**src/lcd_drv_regs.svh**
```systemverilog
// Constants of the dot-matrix LCD com/seg driver core: register map,
// field positions, reset values and shift counts.
// Assumes inclusion by bare name from the design and test files.
`ifndef LCD_DRV_REGS_SVH
`define LCD_DRV_REGS_SVH

// Geometry of the output line
`define LCD_CHANNELS 80
`define LCD_HALF 40
`define LCD_NIBBLE 4
`define LCD_SERIAL_PULSES 7'h50
`define LCD_PARALLEL_PULSES 7'h14

// Register byte offsets
`define LCD_OFS_CTRL 8'h00
`define LCD_OFS_STATUS 8'h04
`define LCD_OFS_LINE0 8'h08
`define LCD_OFS_LINE1 8'h0C
`define LCD_OFS_LINE2 8'h10
`define LCD_OFS_SHIFT0 8'h14
`define LCD_OFS_SHIFT1 8'h18
`define LCD_OFS_SHIFT2 8'h1C

// Control register fields
`define LCD_CTRL_ROLE 0
`define LCD_CTRL_APP 1
`define LCD_CTRL_DIR 2
`define LCD_CTRL_DISP 3
`define LCD_CTRL_RESET 4'h0

// Status register fields
`define LCD_STAT_FULL 0
`define LCD_STAT_EN 1
`define LCD_STAT_CNT_LSB 8

// AXI responses
`define LCD_RESP_OKAY 2'h0
`define LCD_RESP_SLVERR 2'h2
`define LCD_RESP_DECERR 2'h3

`endif

```
**src/lcd_pkg.sv**
```systemverilog
// Types shared by the LCD com/seg driver core.
// Assumes nothing of its surroundings.
package lcd_pkg;

	// Drive level select per output channel
	typedef enum logic [1:0] {
		LCD_LVL_TOP = 2'b00,
		LCD_LVL_TOP_MID = 2'b01,
		LCD_LVL_BOT_MID = 2'b10,
		LCD_LVL_BOT = 2'b11
	} lcd_level_t;

	// Operating mode from role and application select
	typedef enum logic [1:0] {
		LCD_MODE_SEG_PAR = 2'b00,
		LCD_MODE_SEG_SER = 2'b01,
		LCD_MODE_COM_SINGLE = 2'b10,
		LCD_MODE_COM_DUAL = 2'b11
	} lcd_mode_t;

endpackage

```
**src/lcd_drv_core.sv**
```systemverilog
// Logic core of an 80-channel LCD driver, segment or common role.
// Assumes an AXI4-Lite master on aclk and pins asynchronous to aclk.
//
// Functional notes
// - Role select low gives segment driver, high gives common driver.
// - Role and application select pick parallel, serial, single or dual.
// - Serial segment needs 80 shift pulses, parallel segment needs 20.
// - Parallel segment shifts one 4-bit unit per pulse from all pins.
// - Serial segment takes data from the first pin only.
// - Segment shift pulses are ignored while the cascade input is high.
// - Segment shift register is copied to the latch on line clock fall.
// - Line clock high restarts the segment power-down logic.
// - High cascade input disables the driver; data cannot change outputs.
// - Each chained chip enables the next through its output once it is full.
// - Direction bit picks shift direction and segment enable pin roles.
// - Common mode shifts on the line clock, ignoring the data clock.
// - Single common chain shifts one bit from entry pin to far pin.
// - Dual common mode splits the register into two independent halves.
// - Dual chains enter at middle pin and at direction-chosen edge pin.
// - Display off low forces every output to the top bias level.
// - Otherwise alternation and latched bit select the level per role.
// - Common mode uses no power-down; enable pins are left undriven.
// - Unused data pins are ignored in single common and serial modes.
//
// Our own choices: the address map and the AXI4-Lite slave port.
`timescale 1ns/10ps
`include "lcd_drv_regs.svh"
module lcd_drv_core (
	input wire logic aclk,
	input wire logic aresetn,
	input wire logic [7:0] s_axi_awaddr,
	input wire logic s_axi_awvalid,
	output logic s_axi_awready,
	input wire logic [31:0] s_axi_wdata,
	input wire logic [3:0] s_axi_wstrb,
	input wire logic s_axi_wvalid,
	output logic s_axi_wready,
	output logic [1:0] s_axi_bresp,
	output logic s_axi_bvalid,
	input wire logic s_axi_bready,
	input wire logic [7:0] s_axi_araddr,
	input wire logic s_axi_arvalid,
	output logic s_axi_arready,
	output logic [31:0] s_axi_rdata,
	output logic [1:0] s_axi_rresp,
	output logic s_axi_rvalid,
	input wire logic s_axi_rready,
	input wire logic line_latch_clock,
	input wire logic data_shift_clock,
	input wire logic alternation,
	input wire logic data_pin_first,
	input wire logic data_pin_left_i,
	output logic data_pin_left_o,
	output logic data_pin_left_oe,
	input wire logic data_pin_middle,
	input wire logic data_pin_right_i,
	output logic data_pin_right_o,
	output logic data_pin_right_oe,
	input wire logic left_cascade_enable_i,
	output logic left_cascade_enable_o,
	output logic left_cascade_enable_oe,
	input wire logic right_cascade_enable_i,
	output logic right_cascade_enable_o,
	output logic right_cascade_enable_oe,
	output logic [2*`LCD_CHANNELS-1:0] drive_outputs
);

	// Level code for one channel from role, alternation and latched bit
	function automatic lcd_pkg::lcd_level_t level_code(
		input logic disp_n,
		input logic com_role,
		input logic alt,
		input logic bit_on
	);
		lcd_pkg::lcd_level_t code;
		code = lcd_pkg::LCD_LVL_TOP;
		if (!disp_n) begin
			code = lcd_pkg::LCD_LVL_TOP;
		end else begin
			case ({alt, bit_on})
				2'b00: code = lcd_pkg::LCD_LVL_TOP_MID;
				2'b01: code = com_role ? lcd_pkg::LCD_LVL_BOT
					: lcd_pkg::LCD_LVL_TOP;
				2'b10: code = lcd_pkg::LCD_LVL_BOT_MID;
				2'b11: code = com_role ? lcd_pkg::LCD_LVL_TOP
					: lcd_pkg::LCD_LVL_BOT;
				default: code = lcd_pkg::LCD_LVL_TOP;
			endcase
		end
		return code;
	endfunction

	// Synchronised pin inputs
	logic [8:0] pin_level;
	logic [8:0] pin_rise;
	logic [8:0] pin_fall;

	lcd_sync #(
		.W(9)
	) u_sync (
		.aclk(aclk),
		.aresetn(aresetn),
		.async_in({right_cascade_enable_i, left_cascade_enable_i,
			data_pin_right_i, data_pin_middle, data_pin_left_i,
			data_pin_first, alternation, data_shift_clock,
			line_latch_clock}),
		.level(pin_level),
		.rise(pin_rise),
		.fall(pin_fall)
	);

	logic llck;
	logic llck_fall;
	logic dsck_rise;
	logic alt_s;
	logic [3:0] data_s;
	logic en_left_s;
	logic en_right_s;

	assign llck = pin_level[0];
	assign llck_fall = pin_fall[0];
	assign dsck_rise = pin_rise[1];
	assign alt_s = pin_level[2];
	assign data_s = pin_level[6:3];
	assign en_left_s = pin_level[7];
	assign en_right_s = pin_level[8];

	// Control register and decoded mode
	logic [3:0] ctrl;
	logic [3:0] next_ctrl;
	logic com_role;
	logic dir_rl;
	lcd_pkg::lcd_mode_t mode;

	assign com_role = ctrl[`LCD_CTRL_ROLE];
	assign dir_rl = ctrl[`LCD_CTRL_DIR];
	assign mode = lcd_pkg::lcd_mode_t'({ctrl[`LCD_CTRL_ROLE],
		ctrl[`LCD_CTRL_APP]});

	// Display state
	logic [`LCD_CHANNELS-1:0] line;
	logic [`LCD_CHANNELS-1:0] next_line;
	logic [`LCD_CHANNELS-1:0] shreg;
	logic [`LCD_CHANNELS-1:0] next_shreg;
	logic [6:0] count;
	logic [6:0] next_count;
	logic full;
	logic next_full;
	logic enabled;

	// Enable input is the pin opposite to the one that passes enable on
	assign enabled = !com_role && !(dir_rl ? en_left_s
		: en_right_s);

	// Shift, latch and power-down state
	always_comb begin
		logic [6:0] limit;
		logic [3:0] nib;
		limit = (mode == lcd_pkg::LCD_MODE_SEG_SER) ? `LCD_SERIAL_PULSES
			: `LCD_PARALLEL_PULSES;
		nib = {data_s[3], data_s[2], data_s[1], data_s[0]};
		next_line = line;
		next_shreg = shreg;
		next_count = count;
		next_full = full;
		if (!com_role) begin
			if (llck) begin
				// Restart power-down while line clock is high
				next_count = 7'h00;
				next_full = 1'b0;
			end else if (dsck_rise && enabled && !full) begin
				if (mode == lcd_pkg::LCD_MODE_SEG_SER) begin
					// Only the first pin carries data
					next_shreg = dir_rl ? {data_s[0],
						shreg[`LCD_CHANNELS-1:1]}
						: {shreg[`LCD_CHANNELS-2:0],
						data_s[0]};
				end else begin
					next_shreg = dir_rl ? {nib,
						shreg[`LCD_CHANNELS-1:`LCD_NIBBLE]}
						: {shreg[`LCD_CHANNELS-`LCD_NIBBLE-1:0],
						nib};
				end
				next_count = count + 7'h01;
				next_full = (count + 7'h01) == limit;
			end
			if (llck_fall && enabled) begin
				next_line = shreg;
			end
		end else if (llck_fall) begin
			// Common role shifts on the line clock only
			case (mode)
				lcd_pkg::LCD_MODE_COM_SINGLE:
					next_line = dir_rl ? {data_s[3],
						line[`LCD_CHANNELS-1:1]}
						: {line[`LCD_CHANNELS-2:0],
						data_s[1]};
				lcd_pkg::LCD_MODE_COM_DUAL:
					next_line = dir_rl ? {data_s[3],
						line[`LCD_CHANNELS-1:`LCD_HALF+1],
						data_s[2], line[`LCD_HALF-1:1]}
						: {line[`LCD_CHANNELS-2:`LCD_HALF],
						data_s[2], line[`LCD_HALF-2:0],
						data_s[1]};
				default: next_line = line;
			endcase
		end
	end

	always_ff @(posedge aclk) begin
		if (!aresetn) begin
			line <= '0;
			shreg <= '0;
			count <= 7'h00;
			full <= 1'b0;
		end else begin
			line <= next_line;
			shreg <= next_shreg;
			count <= next_count;
			full <= next_full;
		end
	end

	// Pin drive and per-channel level codes
	logic [2*`LCD_CHANNELS-1:0] next_drive;
	logic next_left_o;
	logic next_left_oe;
	logic next_right_o;
	logic next_right_oe;
	logic next_enl_o;
	logic next_enl_oe;
	logic next_enr_o;
	logic next_enr_oe;

	always_comb begin
		for (int i = 0; i < `LCD_CHANNELS; i++) begin
			next_drive[2*i +: 2] = level_code(ctrl[`LCD_CTRL_DISP],
				com_role, alt_s, line[i]);
		end
		// Far edge pin carries the common scan bit onward
		next_left_o = line[0];
		next_right_o = line[`LCD_CHANNELS-1];
		next_left_oe = com_role && dir_rl;
		next_right_oe = com_role && !dir_rl;
		// Filled chip passes an active-low enable to its neighbour
		next_enl_o = !full;
		next_enr_o = !full;
		next_enl_oe = !com_role && !dir_rl;
		next_enr_oe = !com_role && dir_rl;
	end

	always_ff @(posedge aclk) begin
		if (!aresetn) begin
			drive_outputs <= '0;
			data_pin_left_o <= 1'b0;
			data_pin_left_oe <= 1'b0;
			data_pin_right_o <= 1'b0;
			data_pin_right_oe <= 1'b0;
			left_cascade_enable_o <= 1'b1;
			left_cascade_enable_oe <= 1'b0;
			right_cascade_enable_o <= 1'b1;
			right_cascade_enable_oe <= 1'b0;
		end else begin
			drive_outputs <= next_drive;
			data_pin_left_o <= next_left_o;
			data_pin_left_oe <= next_left_oe;
			data_pin_right_o <= next_right_o;
			data_pin_right_oe <= next_right_oe;
			left_cascade_enable_o <= next_enl_o;
			left_cascade_enable_oe <= next_enl_oe;
			right_cascade_enable_o <= next_enr_o;
			right_cascade_enable_oe <= next_enr_oe;
		end
	end

	// AXI4-Lite write channel: address and data taken in either order
	logic next_awready;
	logic next_wready;
	logic next_bvalid;
	logic [1:0] next_bresp;
	logic [7:0] waddr;
	logic [7:0] next_waddr;
	logic [31:0] wdata;
	logic [31:0] next_wdata;
	logic [3:0] wstrb;
	logic [3:0] next_wstrb;

	always_comb begin
		next_awready = s_axi_awready;
		next_wready = s_axi_wready;
		next_bvalid = s_axi_bvalid;
		next_bresp = s_axi_bresp;
		next_waddr = waddr;
		next_wdata = wdata;
		next_wstrb = wstrb;
		next_ctrl = ctrl;
		if (s_axi_awready && s_axi_awvalid) begin
			next_awready = 1'b0;
			next_waddr = s_axi_awaddr;
		end
		if (s_axi_wready && s_axi_wvalid) begin
			next_wready = 1'b0;
			next_wdata = s_axi_wdata;
			next_wstrb = s_axi_wstrb;
		end
		// Commit once both halves are held; bvalid blocks a repeat
		if (!s_axi_awready && !s_axi_wready && !s_axi_bvalid) begin
			next_bvalid = 1'b1;
			if (waddr[7:2] == 6'(`LCD_OFS_CTRL >> 2)) begin
				next_bresp = `LCD_RESP_OKAY;
				if (wstrb[0]) begin
					next_ctrl = wdata[3:0];
				end
			end else if (waddr[7:2] <= 6'(`LCD_OFS_SHIFT2 >> 2)) begin
				next_bresp = `LCD_RESP_SLVERR;
			end else begin
				next_bresp = `LCD_RESP_DECERR;
			end
		end
		if (s_axi_bvalid && s_axi_bready) begin
			next_bvalid = 1'b0;
			next_awready = 1'b1;
			next_wready = 1'b1;
		end
	end

	always_ff @(posedge aclk) begin
		if (!aresetn) begin
			s_axi_awready <= 1'b1;
			s_axi_wready <= 1'b1;
			s_axi_bvalid <= 1'b0;
			s_axi_bresp <= `LCD_RESP_OKAY;
			waddr <= 8'h00;
			wdata <= 32'h0000_0000;
			wstrb <= 4'h0;
			ctrl <= `LCD_CTRL_RESET;
		end else begin
			s_axi_awready <= next_awready;
			s_axi_wready <= next_wready;
			s_axi_bvalid <= next_bvalid;
			s_axi_bresp <= next_bresp;
			waddr <= next_waddr;
			wdata <= next_wdata;
			wstrb <= next_wstrb;
			ctrl <= next_ctrl;
		end
	end

	// AXI4-Lite read channel: answer one cycle after the address
	logic next_arready;
	logic next_rvalid;
	logic [31:0] next_rdata;
	logic [1:0] next_rresp;

	always_comb begin
		next_arready = s_axi_arready;
		next_rvalid = s_axi_rvalid;
		next_rdata = s_axi_rdata;
		next_rresp = s_axi_rresp;
		if (s_axi_arready && s_axi_arvalid) begin
			next_arready = 1'b0;
			next_rvalid = 1'b1;
			next_rresp = `LCD_RESP_OKAY;
			case (s_axi_araddr[7:2])
				6'(`LCD_OFS_CTRL >> 2):
					next_rdata = {28'h000_0000, ctrl};
				6'(`LCD_OFS_STATUS >> 2): begin
					next_rdata = 32'h0000_0000;
					next_rdata[`LCD_STAT_FULL] = full;
					next_rdata[`LCD_STAT_EN] = enabled;
					next_rdata[`LCD_STAT_CNT_LSB +: 7] = count;
				end
				6'(`LCD_OFS_LINE0 >> 2): next_rdata = line[31:0];
				6'(`LCD_OFS_LINE1 >> 2): next_rdata = line[63:32];
				6'(`LCD_OFS_LINE2 >> 2):
					next_rdata = {16'h0000, line[79:64]};
				6'(`LCD_OFS_SHIFT0 >> 2): next_rdata = shreg[31:0];
				6'(`LCD_OFS_SHIFT1 >> 2): next_rdata = shreg[63:32];
				6'(`LCD_OFS_SHIFT2 >> 2):
					next_rdata = {16'h0000, shreg[79:64]};
				default: begin
					// Unmapped words read as zero with a decode error
					next_rdata = 32'h0000_0000;
					next_rresp = `LCD_RESP_DECERR;
				end
			endcase
		end
		if (s_axi_rvalid && s_axi_rready) begin
			next_rvalid = 1'b0;
			next_arready = 1'b1;
		end
	end

	always_ff @(posedge aclk) begin
		if (!aresetn) begin
			s_axi_arready <= 1'b1;
			s_axi_rvalid <= 1'b0;
			s_axi_rdata <= 32'h0000_0000;
			s_axi_rresp <= `LCD_RESP_OKAY;
		end else begin
			s_axi_arready <= next_arready;
			s_axi_rvalid <= next_rvalid;
			s_axi_rdata <= next_rdata;
			s_axi_rresp <= next_rresp;
		end
	end

endmodule

```
**src/lcd_sync.sv**
```systemverilog
// Two-stage synchroniser with edge detection for pin inputs.
// Assumes inputs asynchronous to aclk; edges are one-cycle pulses.
`timescale 1ns/10ps
module lcd_sync #(
	parameter int W = 1
) (
	input wire logic aclk,
	input wire logic aresetn,
	input wire logic [W-1:0] async_in,
	output logic [W-1:0] level,
	output logic [W-1:0] rise,
	output logic [W-1:0] fall
);

	logic [W-1:0] meta;
	logic [W-1:0] stable;
	logic [W-1:0] prev;

	// First stage feeds only the second stage
	always_ff @(posedge aclk) begin
		if (!aresetn) begin
			meta <= '0;
			stable <= '0;
			prev <= '0;
		end else begin
			meta <= async_in;
			stable <= meta;
			prev <= stable;
		end
	end

	// Edges are taken between settled stages only
	assign level = stable;
	assign rise = stable & ~prev;
	assign fall = ~stable & prev;

endmodule

```
**config.mk**
```make
export PLATFORM = sky130hd
export DESIGN_NAME = lcd_drv_core
export DESIGN_NICKNAME = d
export VERILOG_FILES = /design/src/lcd_pkg.sv /design/src/lcd_drv_core.sv /design/src/lcd_sync.sv
export VERILOG_INCLUDE_DIRS = /design/src /design/src/src
export SDC_FILE = /design/constraint.sdc
export NUM_CORES = 1
export LEC_CHECK = 0
export BUFFER_PORTS_ARGS = -buffer_cell sky130_fd_sc_hd__clkbuf_2
export CORE_MARGIN = 5
export CORE_UTILIZATION = 52
export DETAILED_ROUTE_END_ITERATION = 10
export PLACE_DENSITY = 0.81
export SLEW_MARGIN = 20
export SYNTH_ARGS = -nofsm -noshare
export SYNTH_HDL_FRONTEND = slang
export SYNTH_SLANG_ARGS = --single-unit
```
**constraint.sdc**
```tcl
create_clock -name aclk -period 1.6 [get_ports aclk]
set_input_delay 0 -clock aclk [delete_from_list [all_inputs] [get_ports aclk]]
set_output_delay 0 -clock aclk [all_outputs]
set_load 0.02 [all_outputs]
```
After elaboration in Yosys (flattened, before gate mapping)
Cells that the tools add are included.
Storage, ports and cells
  input bits: 68
  word-level logic and storage cells: 504
  bits in registers: 413
  output and inout bits: 209
Operators by class
  add/sub/neg operators: 1
  magnitude comparators: 1
  multiplexer cells: 101
  reduce and logical (&&, ||, !) cells: 114
  bitwise logic cells: 7
  equality and inequality tests: 253
Operators by type and width (number)
  $mux W80: 8
  $pmux W2 S4: 80
  $eq A2 B2 Y1 const B: 162
  $pmux W32 S8: 1
  $eq A2 B1 Y1 const B: 81
  $logic_not A2 Y1: 80
  $pmux W80 S2: 1
  $eq A6 B3 Y1 const B: 4
  $mux W7: 3
  $logic_and A1 B1 Y1: 15
  $eq A6 B2 Y1 const B: 2
  $logic_not A6 Y1: 2
  $reduce_and A3 Y1: 3
  $mux W2: 4
  $reduce_or A8 Y1: 1
  $add A7 B1 Y7 const B: 1
  $eq A7 B7 Y1: 1
  $logic_not A1 Y1: 7
  $eq A6 B1 Y1 const B: 1
  $le A6 B3 Y1 const B: 1
  $mux W1: 4
  $not A1 Y1: 4
  $reduce_and A2 Y1: 2
  $reduce_bool A2 Y1: 2
  6 further kinds: 7

Longest topological paths before layout
  depth in word-level cells: 7
  depth in mapped cells: 8
  mapped depth without buffers: 6

By module
A second synthesis with hierarchy kept.
Unflattened totals
  cells, all modules: 2219
  area total of the unflattened synthesis: 19756.4 µm²
By module, submodules not included
  lcd_drv_core: cells an instance 2145, area each 18896.9 µm², seq. area each 7807.5 µm², instances 1
  lcd_sync: cells an instance 74, area each 859.6 µm², seq. area each 540.5 µm², instances 1

Least setup slack after synthesis
No wires, ideal clock.
  path type: reg-to-reg
  start: register ctrl[0]
  end: register shreg[32]
  clock period less this slack: 1.724 ns
  required time: 1.468 ns
  arrival time: 1.592 ns
  path slack: -0.124 ns
  cell stages (with the launch flop): 8
  library setup time: 0.132 ns
  path buffers: 3
  path through: dfxtp_1 buf_2 nor2b_1 buf_2 buf_4 mux4_2 nor2_1 nor3_1
Between the ends
  longest elaborated chain between the ends: 5
  elaborated cells on any way between the ends: 8
  classes of those cells: eq/ne: 1; mux: 1; bitwise: 1; reduce/logical: 5
RTL lines
  start, declared: RTL line lcd_drv_core.sv:129  | logic [3:0] ctrl;
  start signal, assigned: RTL line lcd_drv_core.sv:336  | ctrl <= `LCD_CTRL_RESET;
  start signal, assigned: RTL line lcd_drv_core.sv:345  | ctrl <= next_ctrl;
  $logic_not A1 Y1: RTL line lcd_drv_core.sv:152  | assign enabled = !com_role && !(dir_rl ? en_left_s
  $logic_and A1 B1 Y1: RTL line lcd_drv_core.sv:152
  $logic_and A1 B1 Y1 (2 in a row): RTL line lcd_drv_core.sv:171  | end else if (dsck_rise && enabled && !full) begin
  $reduce_and A3 Y1 (no line)
  end signal, assigned: RTL line lcd_drv_core.sv:218  | shreg <= next_shreg;
  end, declared: RTL line lcd_drv_core.sv:143  | logic [`LCD_CHANNELS-1:0] shreg;
Parallel ways exist; a longest one is shown, timed or not.
A chain may end at the register's enable or synchronous reset.

Final worst setup path
  start: register ctrl[2]
  end: register line[42]
Between the ends
  longest elaborated chain between the ends: 6
  elaborated cells on any way between the ends: 11
  classes of those cells: mux: 6; reduce/logical: 5
RTL lines
  $mux W1: RTL line lcd_drv_core.sv:152
  $logic_not A1 Y1: RTL line lcd_drv_core.sv:152
  $logic_and A1 B1 Y1: RTL line lcd_drv_core.sv:152
  $logic_and A1 B1 Y1: RTL line lcd_drv_core.sv:187  | if (llck_fall && enabled) begin
  $reduce_bool A2 Y1 (no line)
  $reduce_and A3 Y1 (no line)
  end signal, assigned: RTL line lcd_drv_core.sv:217  | line <= next_line;
  end, declared: RTL line lcd_drv_core.sv:141  | logic [`LCD_CHANNELS-1:0] line;
Parallel ways exist; a longest one is shown, timed or not. The select of a mux whose other input is x is not followed.

==> metrics.csv <==
stage,metric,value,unit
detailed_routing,wl,65.30,mm
clock_tree,clkTransAtPathRegs,60,ps
clock_tree,cts_tree,built,
sta,max_freq,572.4,MHz
detailed_routing,detail_route.wl_per_cell,21.88,um
synthesis,postSynthAreaPerCell,8.915,sq um
sta,setup_ws,-147.2,ps
status,status,finished with violations,
sta,fin_skew,12.99,ps
synthesis,yosysWarnings,0,
pwr,pwr-share-clk,46.3,%
critical_path,start_kind,flip-flop,
clock_tree,cts.sinks,410,
detailed_routing,ant_nets,0,
global_routing,grt_pass1_vias,16848,
place,gp_congestion,0.9819,
critical_path,worst-path-max-fanout,8,
finish,layout.cells.non_filler,2985,
pwr,p_sw,5417,uW
detailed_routing,wl_met1,24.56,mm
sta,fin_hold_ws,37.23,ps
finish,mostFrequentLayoutCells,"dfxtp_1, nand2_1, nor2_1, clkbuf_2, mux2i_1",
floorplan,dieArea,41010,sq um
floorplan,die_y,202.5,um
pwr,sw_frac_of_total,23.53,%
synthesis,synthTopCellsByArea,"dfxtp_1, mux4_2, nand2_1",
detailed_routing,drtIter0Drc,2098,
place,hpwl,40.51,mm
sta,rsz0062_at_grt,true,
clock_tree,htree_levels,2,
critical_path,cp.arrival,2250,ps
global_routing,grt_usage,28.94,%
sta,min_period,1747,ps
floorplan,io-pin-count,277,
hold_path,hold_path.class,input port to flip-flop,
detailed_routing,routed-wl-met3,7.450,mm
synthesis,synth_edf_count,0,
finish,final_common_cell,dfxtp_1,
synthesis,synth_cell_types,52,
floorplan,core,36610,sq um
sta,drv_slew,0,
sta,slew_headroom,58.75,%
sta,finalHoldViolations,0,
pwr,vdd_ir_drop_max,0.7652,mV
finish,nets,2550,
status,violations,negative setup slack,
global_routing,grt_pass1_wl,95.13,mm
critical_path,path_class,flip-flop to flip-flop,
clock_tree,insertion_delay,570,ps
place,io_buffers,241,
global_routing,overflow,0,
finish,drive_above_1_share,29.79,%
sta,worstMarginPinSlew,617.4,ps
pwr,leakagePower,0.009265,uW
detailed_routing,wl_met2,30.24,mm
pwr,p_per_area,913.5,nW/um^2
floorplan,placementRows,70,
clock_tree,cts_made_buffers,44,
detailed_routing,viasPerCell,6.015,
synthesis,netlist.area_leader.share,42.59,%
synthesis,synthArstFlopShare,0,%
floorplan,start_util,52.65,%
detailed_routing,vias,17954,
clock_tree,root_buffer,clkbuf_16,
synthesis,seq_area_frac_synth,42.59,%
run,max_cap_viol_count,0,
finish,area_growth,30.75,%
pwr,p_int,17600,uW
global_routing,antenna_found_initial,3,
synthesis,synthesis.area,19270,sq um
synthesis,synth-seq-cells,410,
detailed_routing,dr.pass1.iters,6,
detailed_routing,drc,0,
place,dp.cells,2814,
floorplan,die_x,202.5,um
sta,timing.final.crit_share,109.2,%
pwr,seq_power_share,46.5,%
sta,finalSetupViolations,158,
synthesis,syn_inst,2162,
global_routing,grt_max_degree,78,
critical_path,crit_path_end_kind,flip-flop,
clock_tree,clockBufferDepth,3,
detailed_routing,routed.top_layer,met4,
finish,post-route-util,68.83,%
pwr,comb_power_share,7.2,%
synthesis,syn-num-nets,2232,
synthesis,yosys_most_used_dff,dfxtp_1,
synthesis,yosysTopAreaCell,dfxtp_1,
critical_path,cp.required,2100,ps
-- synth_stat cells (17+ instances only) --
master    count
dfxtp_1     410
nand2_1     360
nor2_1      347
a21oi_1     122
mux2i_1     114
clkbuf_1     99
nor3_1       88
mux4_2       84
xnor2_1      81
xor2_1       80
o211ai_1     79
buf_2        53
a22oi_1      22
and2_1       21
o21ai_0      21
buf_1        19
nand3_1      19
buf_4        17
-- flip-flops by register name, indices dropped and copies added (netlist names), 2 cells and up --
signal	count
drive_outputs	160
line	80
shreg	80
s_axi_rdata	32
u_sync.level	9
u_sync.meta	9
count	7
waddr	6
ctrl	4
wdata	4
s_axi_bresp	2
u_sync.prev	2
-- routing by layer --
metal	vias to the layer above	GRT usage [%]
li1	8038	-
met1	8518	37.87
met2	1178	45.88
met3	220	6.485
met4	0	13.65
met5	-	0
-- power by group through the flow --
| stage | registers, uW | logic (uW) | clock network (uW) |
|---|---|---|---|
| after floorplan | 10800 | 891 | 0 |
| after global placement | 10900 | 1270 | 0 |
| after detailed placement | 10900 | 1310 | 0 |
| after CTS | 10700 | 1460 | 10700 |
| after global routing | 10700 | 1760 | 11200 |
| final | 10700 | 1670 | 10700 |
-- worst max-delay path: stages, from the launching register on --
cell,delay [ps]
dfxtp_4,370
mux2i_4,210
buf_6,140
o211ai_4,260
buf_12,190
buf_12,110
clkbuf_16,170
nand2_1,60
a21oi_1,160
-- what timing repair did --
item,4_1_cts,5_1_grt
gates resized for setup,42,171
cloned,7,14
buffers inserted,12,15
endpoints found under the setup margin,180,232
pin swaps,13,61
hold buffers,41,0
endpoints found under the hold margin,46,0
-- final cells by class --
cell class | count | area (sq um)
Clock inverter | 18 | 227.7
Inverter | 11 | 43.79
Multi-Input combinational cell | 1550 | 10820
Sequential cell | 410 | 8220
Clock buffer | 62 | 1291
Antenna cell | 3 | 7.507
Tap cell | 468 | 585.6
Fill cell | 2664 | 11410
Timing Repair Buffer | 463 | 4008
-- cells by family (layout without fill, tap and decap cells) --
family | after synthesis | after routing | share of synthesized area [%]
simple gates | 862 | 862 | 18.33
xor+xnor | 161 | 161 | 7.316
fa+ha+maj | 2 | 2 | 0.1298
flops | 410 | 410 | 42.59
compound gates | 324 | 324 | 10.98
buf+inv | 202 | 554 | 4.694
mux | 201 | 201 | 15.97
other cells | 0 | 3 | 0
-- stage by stage --
step | setup TNS (ps) | total power [uW] | worst slack (ps) | area [sq um]
floorplan | -9.153 | 11660 | -9.153 | 19400
global placement | -733.4 | 12150 | -79.34 | 21710
detailed placement | -4841 | 12190 | -116.4 | 21710
CTS | -5986 | 22850 | -106.6 | 24150
global route | -16680 | 23670 | -181.4 | 25200
finish | -9910 | 23020 | -147.2 | 25200
-- final timing paths --
check                            startpoint                     endpoint  slack [ps]  depth (start not counted)
setup / recovery       ctrl[2]$_SDFFE_PN0P_        line[42]$_SDFFE_PN0P_        -150                          8
hold / removal              s_axi_araddr[2]  s_axi_rdata[3]$_SDFFE_PN0P_          40                          4
setup reg to reg       ctrl[2]$_SDFFE_PN0P_        line[42]$_SDFFE_PN0P_        -150                          8
hold reg to reg   u_sync.meta[1]$_SDFF_PN0_   u_sync.level[1]$_SDFF_PN0_         440                          1
Note: power is estimated with default switching activity, not from simulation.
